## src/rseq_params.svh

```systemverilog
// Purpose: constants for the rail enable sequencer
// Assumes: 50 MHz clock
// Notes: offsets, field positions, reset values, timing counts
`ifndef RSEQ_PARAMS_SVH
`define RSEQ_PARAMS_SVH

`define RSEQ_ADDR_ENABLE 8'h05
`define RSEQ_BIT_BOOST 0
`define RSEQ_BIT_NEG 1
`define RSEQ_BIT_POS 2
`define RSEQ_BIT_HIZ 6
`define RSEQ_ENABLE_RESET 8'h07
`define RSEQ_CLK_HZ 50000000
`define RSEQ_NEG_DELAY_US 2000
`define RSEQ_NEG_DELAY_CYC ((`RSEQ_CLK_HZ / 1000000) * `RSEQ_NEG_DELAY_US)

`endif

```

## src/rseq_pkg.sv

```systemverilog
// Purpose: types for the rail enable sequencer
// Assumes: nothing
// Notes: register write carrier and negative rail state
package rseq_pkg;
    typedef struct packed {
        logic valid;
        logic [7:0] addr;
        logic [7:0] data;
    } rseq_wr_t;

    typedef enum logic [2:0] {
        RSEQ_NEG_OFF = 3'b001,
        RSEQ_NEG_WAIT = 3'b010,
        RSEQ_NEG_ON = 3'b100
    } rseq_neg_state_t;
endpackage

```

## src/rseq_rail_enable_sequencer.sv

```systemverilog
// Purpose: rail enable sequencing for a boost-fed positive and negative bias supply
// Assumes: the serial front end presents each written byte and a stop pulse on clk
// Notes:
// Notes on behaviour
// - control bit 1 enables negative rail, bit 2 enables positive rail
// - written data takes effect at stop; both bits together start positive rail first, negative after the delay
// - writing 0x07 starts positive rail at stop, negative after 2ms
// - negative rail waits 2ms after its enable pin rises
// - pins act only while matching bits are one; defaults let pins sequence alone
// - both pins high together: positive first, negative 2ms later
// - both pins falling together shut both rails at once
// - bit 6 set removes positive rail pull-down while rail is off
// - boost, negative and positive enable bits reset to one
// - boost runs while either pin high and its bit set
// - positive rail starts only with pin high and boost soft-start done
`timescale 1ns/10ps
`include "rseq_params.svh"

module rseq_rail_enable_sequencer #(
    parameter int NEG_DELAY_CYC = `RSEQ_NEG_DELAY_CYC
) (
    input wire logic clk,
    input wire logic rstn,
    input wire logic positive_rail_enable_pin,
    input wire logic negative_rail_enable_pin,
    input wire rseq_pkg::rseq_wr_t reg_wr,
    input wire logic reg_stop,
    input wire logic [7:0] reg_rd_addr,
    output logic [7:0] reg_rd_data,
    input wire logic boost_rail_ss_done,
    output logic boost_rail_en,
    output logic positive_rail_en,
    output logic negative_rail_en,
    output logic positive_rail_pulldown_en
);
    localparam int CW = $clog2(NEG_DELAY_CYC + 1);

    // ====================================================
    // pin synchronisers
    logic [1:0] pos_sync_q;
    logic [1:0] neg_sync_q;
    always_ff @(posedge clk) begin
        if (!rstn) begin
            pos_sync_q <= 2'h0;
            neg_sync_q <= 2'h0;
        end else begin
            pos_sync_q <= {pos_sync_q[0], positive_rail_enable_pin};
            neg_sync_q <= {neg_sync_q[0], negative_rail_enable_pin};
        end
    end
    wire logic pos_pin = pos_sync_q[1];
    wire logic neg_pin = neg_sync_q[1];

    // ====================================================
    // enable register: staged byte, committed at stop
    logic [7:0] ctrl_q;
    logic [7:0] stage_q;
    logic stage_vld_q;
    // one decoder shared by staging, read-back and the checks
    function automatic logic hit_enable(input logic [7:0] addr);
        return addr == `RSEQ_ADDR_ENABLE;
    endfunction
    always_ff @(posedge clk) begin
        if (!rstn) begin
            stage_vld_q <= 1'b0;
            stage_q <= 8'h00;
        end else if (reg_stop) begin
            stage_vld_q <= 1'b0;
        end else if (reg_wr.valid && hit_enable(reg_wr.addr)) begin
            stage_vld_q <= 1'b1;
            stage_q <= reg_wr.data;
        end
    end
    always_ff @(posedge clk) begin
        if (!rstn) begin
            ctrl_q <= `RSEQ_ENABLE_RESET;
        end else if (reg_stop && stage_vld_q) begin
            ctrl_q <= stage_q;
        end
    end
    always_ff @(posedge clk) begin
        if (!rstn) begin
            reg_rd_data <= 8'h00;
        end else if (hit_enable(reg_rd_addr)) begin
            reg_rd_data <= ctrl_q;
        end else begin
            reg_rd_data <= 8'h00;
        end
    end

    // ====================================================
    // rail enable conditions
    logic boost_cond;
    logic pos_cond;
    logic neg_cond;
    always_comb begin
        boost_cond = (pos_pin | neg_pin) & ctrl_q[`RSEQ_BIT_BOOST];
        // pins gate with bits, so default bits let pins act alone
        pos_cond = boost_cond & pos_pin & ctrl_q[`RSEQ_BIT_POS];
        neg_cond = boost_cond & neg_pin & ctrl_q[`RSEQ_BIT_NEG];
    end

    // ====================================================
    // negative rail delay: counts from later of enable and boost done
    rseq_pkg::rseq_neg_state_t neg_st_q;
    logic [CW-1:0] cnt_q;
    always_ff @(posedge clk) begin
        if (!rstn) begin
            neg_st_q <= rseq_pkg::RSEQ_NEG_OFF;
            cnt_q <= '0;
        end else if (!neg_cond) begin
            neg_st_q <= rseq_pkg::RSEQ_NEG_OFF;
            cnt_q <= '0;
        end else begin
            case (neg_st_q)
                rseq_pkg::RSEQ_NEG_OFF: begin
                    cnt_q <= '0;
                    if (boost_rail_ss_done) begin
                        neg_st_q <= rseq_pkg::RSEQ_NEG_WAIT;
                    end
                end
                rseq_pkg::RSEQ_NEG_WAIT: begin
                    if (cnt_q == CW'(NEG_DELAY_CYC - 1)) begin
                        neg_st_q <= rseq_pkg::RSEQ_NEG_ON;
                    end else begin
                        cnt_q <= cnt_q + CW'(1);
                    end
                end
                rseq_pkg::RSEQ_NEG_ON: begin
                    neg_st_q <= rseq_pkg::RSEQ_NEG_ON;
                end
                default: begin
                    neg_st_q <= rseq_pkg::RSEQ_NEG_OFF;
                end
            endcase
        end
    end

    // ====================================================
    // registered outputs to the power stages
    always_ff @(posedge clk) begin
        if (!rstn) begin
            boost_rail_en <= 1'b0;
            positive_rail_en <= 1'b0;
            negative_rail_en <= 1'b0;
            positive_rail_pulldown_en <= 1'b1;
        end else begin
            boost_rail_en <= boost_cond;
            positive_rail_en <= pos_cond & boost_rail_ss_done;
            // both rails drop on the same edge, no delay on shutdown
            negative_rail_en <= neg_cond & (neg_st_q == rseq_pkg::RSEQ_NEG_ON);
            positive_rail_pulldown_en <= ~(pos_cond & boost_rail_ss_done)
                & ~ctrl_q[`RSEQ_BIT_HIZ];
        end
    end

    // ====================================================
    // check helpers
    // age of the negative enable, kept apart from the design counter
    // so a counter that fails to clear is still caught
    logic [CW-1:0] neg_age_q;
    always_ff @(posedge clk) begin
        if (!rstn || !neg_cond) begin
            neg_age_q <= '0;
        end else if (neg_age_q != CW'(NEG_DELAY_CYC)) begin
            neg_age_q <= neg_age_q + CW'(1);
        end
    end
endmodule // rseq_rail_enable_sequencer

```

## config.mk

```make
export PLATFORM = sky130hd
export DESIGN_NAME = rseq_rail_enable_sequencer
export DESIGN_NICKNAME = d
export VERILOG_FILES = /design/src/rseq_pkg.sv /design/src/rseq_rail_enable_sequencer.sv
export VERILOG_INCLUDE_DIRS = /design/src
export SDC_FILE = /design/constraint.sdc
export NUM_CORES = 1
export LEC_CHECK = 0
export BUFFER_PORTS_ARGS = -buffer_cell sky130_fd_sc_hd__buf_2
export CAP_MARGIN = 20
export CORE_MARGIN = 4
export CORE_UTILIZATION = 40
export CTS_BUF_LIST = sky130_fd_sc_hd__clkbuf_4 sky130_fd_sc_hd__clkbuf_8 sky130_fd_sc_hd__clkbuf_16
export DETAILED_ROUTE_END_ITERATION = 10
export PLACE_DENSITY = 0.73
export RECOVER_POWER = 25
export SLEW_MARGIN = 20
export SYNTH_ARGS = -nofsm -noshare
export SYNTH_HDL_FRONTEND = slang
export SYNTH_SLANG_ARGS = --single-unit
```

## constraint.sdc

```tcl
create_clock -name clk -period 1.9 [get_ports clk]
set_clock_uncertainty 0.05 [all_clocks]
set_input_delay 0.19 -clock clk [delete_from_list [all_inputs] [get_ports clk]]
set_output_delay 0.19 -clock clk [all_outputs]
set_load 0.02 [all_outputs]
```

==> summary.md, run 1 <==
| Metric | Value |
|---|---|
| Status | `completed` |
| Power per cell area | `707.5 mW/mm2` |
| Commonest cells after routing, fill and taps aside | `52 x dfxtp_1, 39 x buf_2, 35 x nand2_1, 18 x buf_4` |
| DIE HEIGHT | `83.31 um` |
| Routed len/inst | `12.57 um` |
| H-tree Lvls | `2` |
| # port buffers | `42` |
| Pre-Repair DR Iteration Count | `4` |
| Max_cap viols | `0` |
| Worst rel slew slack | `62.53%` |
| YS warnings | `0` |
| DIE AREA | `0.006940 mm2` |
| Dpl hpwl | `3635 um` |
| Starting Density | `41.20%` |
| Top cell type's share of synthesized area | `46.77%` |
| Pleak | `1.017 nW` |
| Unrepaired setup endpoints after global routing | `yes` |
| Register share of total power | `56.4%` |
| VDD IR max | `0.0005968 V` |
| Syn_nets | `277` |
| Critical Path RT | `2.05 ns` |
| Total wire length | `4752 um` |
| Final period util | `95.52%` |
| Largest net degree at the start of global routing | `17` |
| Ant diodes | `0` |
| Post-CTS setup buffers | `0` |
| Arrival @ worst endpoint | `1.97 ns` |
| Final #Nets | `337` |
| Switch share | `20.06%` |
| Minimum clock period | `1.815 ns` |
| Number of cells on the worst reg-to-reg path | `6` |
| Largest fanout on the critical path | `8` |
| EDFF count, synth | `0` |
| Hold_ws | `0.04046 ns` |
| Critical Path, Cell by Cell | `ha_2 > and4_4 > and4_2 > o21ai_4 > o22ai_1 > mux2_2` |
| Fraction of final layout cells with drive strength greater than 1 | `26.47%` |
| CP max-delay cell | `dfxtp_2` |
| Ys async rst share | `0%` |
| Multi-input gate area | `0.001182 mm2` |
| Std cell rows | `27` |
| CTS buffer count | `5` |
| CTS sink count | `53` |
| FF+latch count, synth | `53` |
| Setup ws final | `0.08508 ns` |
| Post-CTS Hold Buffers | `0` |
| Final Non-Filler Cells | `378` |
| Post-DRT Antenna Nets | `0` |
| R2R Path End | `cnt_q[16]` |
| Worst slack, placed | `-0.007767 ns` |
| Root buf cell | `clkbuf_8` |
| CP Launch Type | `flop` |
| Synth unique cells | `53` |
| Average vias per placed instance | `5.177` |
| Clk buf depth | `2` |
| Fill cells | `530` |
| Area leader, netlist | `dfxtp_1` |
| I/O pin total | `43` |
| Post-Synthesis Cell Area | `0.002268 mm2` |
| Worst hold path type | `in -> reg` |
| Total Neg Setup Slack | `0 ns` |
| Synth Area per Inst | `9.259 um2` |
| Number of vias in the routed layout | `1957` |
| Hold depth | `2` |
| NetSw | `0.3979 mW` |
| Synth area leaders | `dfxtp_1 47%, nand2_1 5.8%, and2_1 4.1%` |
| Vias in the first global route | `1877` |
| Core Footprint | `0.005507 mm2` |
| First-pass GRT wire length | `8307 um` |
| Clock power frac | `39.7%` |
| Inst Count DP | `370` |
| Total power draw | `1.984 mW` |
| Top FF cell, synth | `dfxtp_1` |
| Flop2flop setup slack | `0.09 ns` |
| Worst Hold End | `neg_sync_q[0]` |
| Fmax | `551.0 MHz` |
| CP Capture Type | `flop` |
| CP Class | `reg -> reg` |
| # DRC | `0` |
| Commonest non-fill, non-tap cell in the layout | `dfxtp_1` |
| Routability Congestion | `0.8562` |
| Final Max Slew Viols | `0` |
| Max stage delay on crit path | `0.35 ns` |
| DR iter-0 viols | `151` |
| Register Area | `0.001062 mm2` |
| Area delta synth->final | `23.61%` |
| FF-to-FF Start | `cnt_q[1]` |
| Overflow after GRT | `0` |
| Fin. Hold Viols | `0` |
| Worst hold path startpoint | `negative_rail_enable_pin` |
| Die X | `83.31 um` |
| Cell count after synthesis | `245` |
| Comb pwr share | `3.8%` |
| Clock-pin slew on the worst setup and hold paths | `0.09 ns` |
| Int Pwr | `1.586 mW` |
| Antenna violations before repair | `0` |
| Least-Margin Pin Slew | `0.5570 ns` |
| TritonCTS clock tree | `built` |
| Final setup vio count | `0` |
| Post-synthesis sequential area ratio | `46.77%` |
| Clk_lat worst skew | `0.30 ns` |
| Total GRT Usage | `14.16%` |
layout make-up:
cell class                      instances  share of cell area (%)
Multi-Input combinational cell        183                   42.17
Inverter                                1                  0.1339
Clock buffer                            6                   2.945
Tap cell                               72                   3.213
Sequential cell                        53                   37.88
Timing Repair Buffer                   61                   12.32
Clock inverter                          2                   1.339
routing by layer:
metal | GRT usage (%) | vias up | routed length, um
li1 | - | 1002 | -
met1 | 17.21 | 895 | 2085
met2 | 24.85 | 55 | 2309
met3 | 3.671 | 5 | 316
met4 | 3.418 | 0 | 39
met5 | 0 | - | 0
cell families (layout without fill, tap and decap cells):
kind of cell    Yosys count  count (layout)  synth area share [%]
fa+ha+maj                 1               1                0.5515
mux                      10              10                 4.523
buf+inv                   9              70                 1.930
flops                    53              53                 46.77
simple gates            126             126                 32.60
xor+xnor                  3               3                 1.159
compound gates           43              43                 12.47
state kept, by name (all words and copies together) (netlist names):
signal	count
negative_rail_en	1
stage_q	8
neg_sync_q	2
boost_rail_en	1
stage_vld_q	1
positive_rail_pulldown_en	1
positive_rail_en	1
cnt_q	17
neg_st_q	3
reg_rd_data	8
ctrl_q	8
pos_sync_q	2
per-stage QoR:
stage	area [um2]	util [%]
finish	2804	50.92
global route	2804	50.92
CTS	2798	50.81
detailed placement	2671	48.51
global placement	2671	48.51
floorplan	2268	-
cell usage after synthesis (2+ instances only):
| cell type | number |
|---|---|
| nand3_1 | 11 |
| a31oi_1 | 3 |
| mux2_2 | 2 |
| buf_2 | 2 |
| clkbuf_1 | 5 |
| nor3_1 | 3 |
| nand2_1 | 35 |
| nor3b_1 | 3 |
| nor2b_1 | 12 |
| nand4_1 | 6 |
| mux2i_1 | 8 |
| a21boi_0 | 5 |
| a311oi_1 | 2 |
| xnor2_1 | 2 |
| or3_1 | 2 |
| o21ai_0 | 10 |
| nor4_1 | 6 |
| nor4b_1 | 2 |
| and2_1 | 15 |
| nor2_1 | 14 |
| nand3b_1 | 3 |
| dfxtp_1 | 53 |
| a21oi_1 | 11 |
critical path: cells and delay by family, from the launching register on:
kind / cells / cell delay (ns)
AO/OA/AOI/OAI: 2 / 0.31
AND/OR/NAND/NOR: 2 / 0.53
multiplexers: 1 / 0.28
flip-flops: 1 / 0.35
adder cells (fa/ha/maj): 1 / 0.19
power groups by stage:
stage          Combinational (mW)  Clock (mW)  Sequential [mW]
2_1_floorplan              0.0286           0             1.15
3_3_place_gp               0.0761           0             1.15
3_5_place_dp               0.0775           0             1.15
4_1_cts                    0.0777       0.806             1.12
5_1_grt                    0.0850       0.856             1.12
6_report                   0.0757       0.788             1.12
worst max-delay path by stage:
stage / slack [ns] / start / cells past startpoint / endpoint
finish: 0.09 / cnt_q[1] / 6 / cnt_q[16]
global route: -0.01 / cnt_q[8] / 5 / cnt_q[16]
CTS: 0.01 / cnt_q[1] / 6 / cnt_q[16]
detailed placement: -0.008 / cnt_q[1] / 6 / cnt_q[16]
global placement: 0.06 / cnt_q[1] / 6 / cnt_q[16]
floorplan: 0.13 / cnt_q[0] / 7 / cnt_q[16]
timing repair:
item,in CTS,in global routing
endpoints found under the setup margin,1,12
cloned,0,0
resized for setup,1,4
pin swaps,0,0
Note: power is estimated with default switching activity, not from simulation.
==> inputs of run 2 (changes only) <==
Settings changed: CORE_UTILIZATION 40 to 49, PLACE_DENSITY 0.73 to 0.87.
==> run 2 against run 1 <==
Against the previous run:
- fmax shrank 1.4%
- sequential share of layout area rose by 0.30 points
- sequential power about the same
- power grew 0.37%
- sequential cell count stayed put
- critical endpoint unchanged
- setup slack got worse by 0.026 ns
- utilization up 12 points
- via count rose by 4.8%
- count of clock-buffer cells in the layout did not move
==> summary.md, run 2 (synthesized netlist as in run 1, its figures left out) <==
| Metric | Value |
|---|---|
| Status | `completed` |
| Std cell rows | `24 (-11%)` |
| Dpl hpwl | `3689 um (+1.5%)` |
| First-pass GRT wire length | `8404 um (+1.2%)` |
| Fraction of final layout cells with drive strength greater than 1 | `25.25% (-1.2 points)` |
| Fmax | `543.3 MHz (-1.4%)` |
| CP max-delay cell | `nor4bb_1` |
| Placed Area | `0.002631 mm2 (-1.5%)` |
| Final setup vio count | `0 (unchanged)` |
| CP Class | `reg -> reg` |
| Area delta synth->final | `22.50%` |
| CTS sink count | `53 (unchanged)` |
| Final #Nets | `336 (-0.30%)` |
| Inst Count DP | `348 (-5.9%)` |
| Fill cells | `351 (-34%)` |
| Power per cell area | `716.5 mW/mm2 (+1.3%)` |
| Fin. Hold Viols | `0 (unchanged)` |
| CP Capture Type | `flop` |
| Critical Path, Cell by Cell | `nor4bb_1 > nand4_1 > nand3_1 > o22ai_1 > mux2_2` |
| Arrival @ worst endpoint | `2.00 ns (+0.03 ns)` |
| Root buf cell | `clkbuf_8` |
| Final Max Slew Viols | `0 (unchanged)` |
| VDD IR max | `0.0004799 V (-20%)` |
| H-tree Lvls | `2 (unchanged)` |
| Largest fanout on the critical path | `5 (-3)` |
| Routed len/inst | `14.15 um (+13%)` |
| Worst rel slew slack | `64.86% (+2.3 points)` |
| Minimum clock period | `1.840 ns (+0.02557 ns)` |
| Number of vias in the routed layout | `2050 (+4.8%)` |
| Finished Cell Area | `0.002779 mm2 (-0.89%)` |
| Max_cap viols | `0 (unchanged)` |
| DIE HEIGHT | `76.04 um (-8.7%)` |
| CP Launch Type | `flop` |
| Post-CTS Hold Buffers | `0 (unchanged)` |
| Post-DRT Antenna Nets | `0 (unchanged)` |
| Commonest cells after routing, fill and taps aside | `53 x dfxtp_1, 37 x buf_2, 35 x nand2_1, 17 x buf_4, 14 x nor2_1` |
| Hold depth | `2 (unchanged)` |
| Ant diodes | `0 (unchanged)` |
| DIE AREA | `0.005782 mm2 (-17%)` |
| Final Non-Filler Cells | `357 (-5.6%)` |
| Starting Density | `51.39% (+10 points)` |
| Least-Margin Pin Slew | `0.5223 ns (-0.03465 ns)` |
| CP bufs+invs | `0 (unchanged)` |
| R2R Path End | `cnt_q[16]` |
| Cell depth of the worst setup path | `5 (-1)` |
| Critical Path RT | `2.06 ns (about the same)` |
| Clk buf depth | `2 (unchanged)` |
| Max stage delay on crit path | `0.42 ns (+0.07 ns)` |
| Total GRT Usage | `17.05% (+2.9 points)` |
| # port buffers | `42 (unchanged)` |
| Most flop-heavy register | `cnt_q` |
| Number of cells on the worst reg-to-reg path | `5 (-1)` |
| Pleak | `0.9897 nW (-2.6%)` |
| Total wire length | `5051 um (+6.3%)` |
| Worst slack, placed | `0.06676 ns (+0.07453 ns)` |
| Final period util | `96.87% (+1.3 points)` |
| DR iter-0 viols | `286 (+89%)` |
| Worst hold path type | `in -> reg` |
| I/O pin total | `43 (unchanged)` |
| Largest net degree at the start of global routing | `17 (unchanged)` |
| Commonest non-fill, non-tap cell in the layout | `dfxtp_1` |
| Antenna violations before repair | `0 (unchanged)` |
| Crit-path leading delay family | `simple AND/OR/NAND/NOR gates` |
| FF-to-FF Start | `cnt_q[13]` |
| Number of flip-flops in the largest register | `17 (unchanged)` |
| Flop2flop setup slack | `0.06 ns (-0.03 ns)` |
| Overflow after GRT | `0 (unchanged)` |
| CTS buffer count | `5 (unchanged)` |
| # DRC | `0 (unchanged)` |
| Routability Congestion | `0.8909 (+4.1%)` |
| Fin util | `62.95% (+12 points)` |
| Worst hold path startpoint | `negative_rail_enable_pin` |
| Clock-pin slew on the worst setup and hold paths | `0.10 ns (about the same)` |
| Core Footprint | `0.004414 mm2 (-20%)` |
| Average vias per placed instance | `5.742 (+11%)` |
| Clk_lat worst skew | `0.31 ns (about the same)` |
| Pre-Repair DR Iteration Count | `4 (unchanged)` |
| TritonCTS clock tree | `built` |
| Die X | `76.04 um (-8.7%)` |
| Vias in the first global route | `1909 (+1.7%)` |
| Setup ws final | `0.05952 ns (-0.02557 ns)` |
| Total Neg Setup Slack | `0 ns (unchanged)` |
| Worst Hold End | `neg_sync_q[0]` |
run 2: area by class of cell:
cell class / instances / area (um2) / share of cell area [%]
clock buffer: 6 / 82.58 / 2.972
clock inverter: 2 / 37.54 / 1.351
inverter: 1 / 3.754 / 0.1351
multi-input combinational: 183 / 1194 / 42.95
sequential: 53 / 1061 / 38.18
tap: 52 / 65.06 / 2.341
timing repair buffer: 60 / 335.3 / 12.07
run 2: worst max-delay path by stage:
stage | start | to | slack [ns]
detailed placement | cnt_q[0] | cnt_q[16] | 0.07
CTS | cnt_q[8] | cnt_q[12] | 0.03
global placement | cnt_q[0] | cnt_q[16] | 0.12
global route | cnt_q[11] | cnt_q[13] | -0.04
floorplan | cnt_q[0] | cnt_q[16] | 0.13
finish | cnt_q[13] | cnt_q[16] | 0.06
run 2: timing repair:
| action | in CTS | in global routing |
|---|---|---|
| setup buffers | 0 | 1 |
| endpoints found under the setup margin | 0 | 12 |
| resized for setup | 0 | 5 |
run 2: metrics by stage:
| stage | power, mW | hold WS (ns) |
|---|---|---|
| after detailed placement | 1.220 | 0.3496 |
| after floorplan | 1.176 | 0.2161 |
| after CTS | 1.999 | 0.02705 |
| after global placement | 1.217 | 0.3459 |
| final | 1.991 | 0.03204 |
| after global routing | 2.054 | 0.03411 |
run 2: report_power, final:
group          internal (mW)  total (mW)  leakage, nW  switching (mW)
Clock                  0.429       0.797       0.0574           0.369
Sequential              1.12        1.12        0.428         0.00334
Combinational         0.0392      0.0739        0.504          0.0347
run 2: per-layer routing:
metal,wire (um),GRT usage (%),vias up
met4,66,5.872,0
met1,2086,20.44,952
met3,366,4.255,9
li1,-,-,999
met5,0,0,-
met2,2531,29.37,90
==> inputs of run 3 (changes only) <==
Settings changed: CORE_UTILIZATION 49 to 54, PLACE_DENSITY 0.87 to 0.9.
Clock period 1.9 ns to 1.8 ns, I/O delays scaled along.
==> run 3 against run 2 <==
Against the previous run:
- design area rose by 1.9%
- non-clock buffer count rose by 7
- routed wire length up 7.7%
- critical path type unchanged
- utilization rose by 7.4 points
==> summary.md, run 3 (synthesized netlist as in run 1, its figures left out) <==
| Metric | Value |
|---|---|
| Area delta synth->final | `24.88%` |
| Clock-pin slew on the worst setup and hold paths | `0.10 ns (about the same)` |
| Number of flip-flops in the largest register | `17 (unchanged)` |
| Worst rel slew slack | `43.69% (-21 points)` |
| Arrival @ worst endpoint | `1.95 ns (-0.05 ns)` |
| Largest net degree at the start of global routing | `26 (+9)` |
| DIE HEIGHT | `72.82 um (-4.2%)` |
| Pleak | `1.015 nW (+2.5%)` |
| TritonCTS clock tree | `built` |
| Core Footprint | `0.004029 mm2 (-8.7%)` |
| Post-CTS setup buffers | `0 (unchanged)` |
| Largest fanout on the critical path | `4 (-1)` |
| Vias in the first global route | `1964 (+2.9%)` |
| # port buffers | `42 (unchanged)` |
| Total wire length | `5442 um (+7.7%)` |
| Pre-Repair DR Iteration Count | `4 (unchanged)` |
| DIE AREA | `0.005302 mm2 (-8.3%)` |
| Routability Congestion | `0.9201 (+3.3%)` |
| Setup ws final | `0.004980 ns (-0.05454 ns)` |
| CTS buffer count | `5 (unchanged)` |
| Finished Cell Area | `0.002833 mm2 (+1.9%)` |
| Most flop-heavy register | `cnt_q` |
| Max_cap viols | `0 (unchanged)` |
| Ant diodes | `0 (unchanged)` |
| Hold depth | `2 (unchanged)` |
| Total power draw | `1.954 mW (-1.8%)` |
| Minimum clock period | `1.795 ns (-0.04546 ns)` |
| I/O pin total | `43 (unchanged)` |
| Final Max Slew Viols | `0 (unchanged)` |
| Hold_ws | `0.02406 ns (-0.007979 ns)` |
| Critical Path RT | `1.95 ns (-0.11 ns)` |
| Final Non-Filler Cells | `362 (+1.4%)` |
| Number of vias in the routed layout | `2102 (+2.5%)` |
| Final setup vio count | `0 (unchanged)` |
| Average vias per placed instance | `5.807 (+1.1%)` |
| Placed Area | `0.002689 mm2 (+2.2%)` |
| Antenna violations before repair | `0 (unchanged)` |
| Critical Path, Cell by Cell | `ha_1 > and4_4 > nand4_4 > nor4_2 > o22ai_1 > mux2_2` |
| M3 GR Usage | `6.336% (+2.1 points)` |
| Met2 usage | `36.17% (+6.8 points)` |
| Layer with the highest usage | `met2` |
| Routed len/inst | `15.03 um (+6.3%)` |
| Total GRT Usage | `20.46% (+3.4 points)` |
| Clk buf depth | `2 (unchanged)` |
| Least-Margin Pin Slew | `0.8446 ns (+0.3223 ns)` |
| Clk_lat worst skew | `0.31 ns (about the same)` |
| Overflow after GRT | `0 (unchanged)` |
| Starting Density | `56.30% (+4.9 points)` |
| Number of cells on the worst reg-to-reg path | `6 (+1)` |
| CP Class | `reg -> reg` |
| Die X | `72.82 um (-4.2%)` |
| CP Launch Type | `flop` |
| VDD IR max | `0.0005496 V (+15%)` |
| Dpl hpwl | `3829 um (+3.8%)` |
| Met1 Use GR | `22.59% (+2.1 points)` |
| First-pass GRT wire length | `8493 um (+1.1%)` |
| CTS sink count | `53 (unchanged)` |
| Commonest cells after routing, fill and taps aside | `53 x dfxtp_1, 36 x buf_2, 35 x nand2_1, 25 x buf_4, 15 x and2_1` |
| CP max-delay cell | `dfxtp_1` |
| Power per cell area | `690.0 mW/mm2 (-3.7%)` |
| Final period util | `99.72% (+2.9 points)` |
| Total Neg Setup Slack | `0 ns (unchanged)` |
| Fraction of final layout cells with drive strength greater than 1 | `28.21% (+3.0 points)` |
| Std cell rows | `23 (-4.2%)` |
| Status | `completed` |
| Fin util | `70.31% (+7.4 points)` |
| Inst Count DP | `354 (+1.7%)` |
| Worst hold path type | `in -> reg` |
| Worst slack, placed | `0.002623 ns (-0.06414 ns)` |
| Post-DRT Antenna Nets | `0 (unchanged)` |
| Fmax | `557.1 MHz (+2.5%)` |
| Root buf cell | `clkbuf_8` |
| Final #Nets | `343 (+2.1%)` |
| # DRC | `0 (unchanged)` |
| H-tree Lvls | `2 (unchanged)` |
| CP Capture Type | `flop` |
| Fin. Hold Viols | `0 (unchanged)` |
| Commonest non-fill, non-tap cell in the layout | `dfxtp_1` |
| DR iter-0 viols | `180 (-37%)` |
| Max stage delay on crit path | `0.35 ns (-0.07 ns)` |
==> run 3: cell count changes in the layout (fill, tap and decap cells not counted), moves of 2 or more <==
cell | previous run | this run
nor4_1 | 5 | 2
and2_0 | 2 | 0
nor4_2 | 1 | 3
and2_1 | 13 | 15
buf_4 | 17 | 25
==> run 3: worst paths after layout <==
kind                                          startpoint             to  slack, ns
worst max-delay path                            cnt_q[0]      cnt_q[16]      0.005
worst min-delay path            negative_rail_enable_pin  neg_sync_q[0]       0.02
worst max register to register                  cnt_q[0]      cnt_q[16]      0.005
worst min register to register             neg_sync_q[0]  neg_sync_q[1]       0.39
==> run 3: cell type report <==
class	instances	area, um2
well taps	50	62.56
clock buffers	5	68.82
multi-input cells	183	1221
clock inverters	3	25.02
repair buffers	67	390.4
flip-flops and latches	53	1061
inverters	1	3.754
fillers	305	1196
==> run 3: power breakdown <==
part           internal [mW]  switching [mW]
Combinational         0.0435          0.0386
Sequential              1.18         0.00350
Clock                  0.281           0.409
Total                   1.50           0.451
==> run 3: timing repair <==
action / CTS / global route
resized for setup: 3 / 7
pin swaps: 0 / 1
setup endpoints to repair: 2 / 16
hold buffers: 0 / 0
cloned: 0 / 0
==> run 3: worst max-delay path, delay by kind of cell, from the launching register on <==
kind | cells | cell delay (ns)
adders and majority gates | 1 | 0.17
and+or+nand+nor | 3 | 0.75
DFF | 1 | 0.35
muxes | 1 | 0.27
AOI/OAI and AO/OA | 1 | 0.10
==> run 3: routing by layer <==
metal	part of all wire, %	up-vias	routed length (um)
met5	0	-	0
met4	2.3	0	125
met3	7.4	14	401
met2	51	97	2774
met1	39	972	2140
li1	-	1019	-
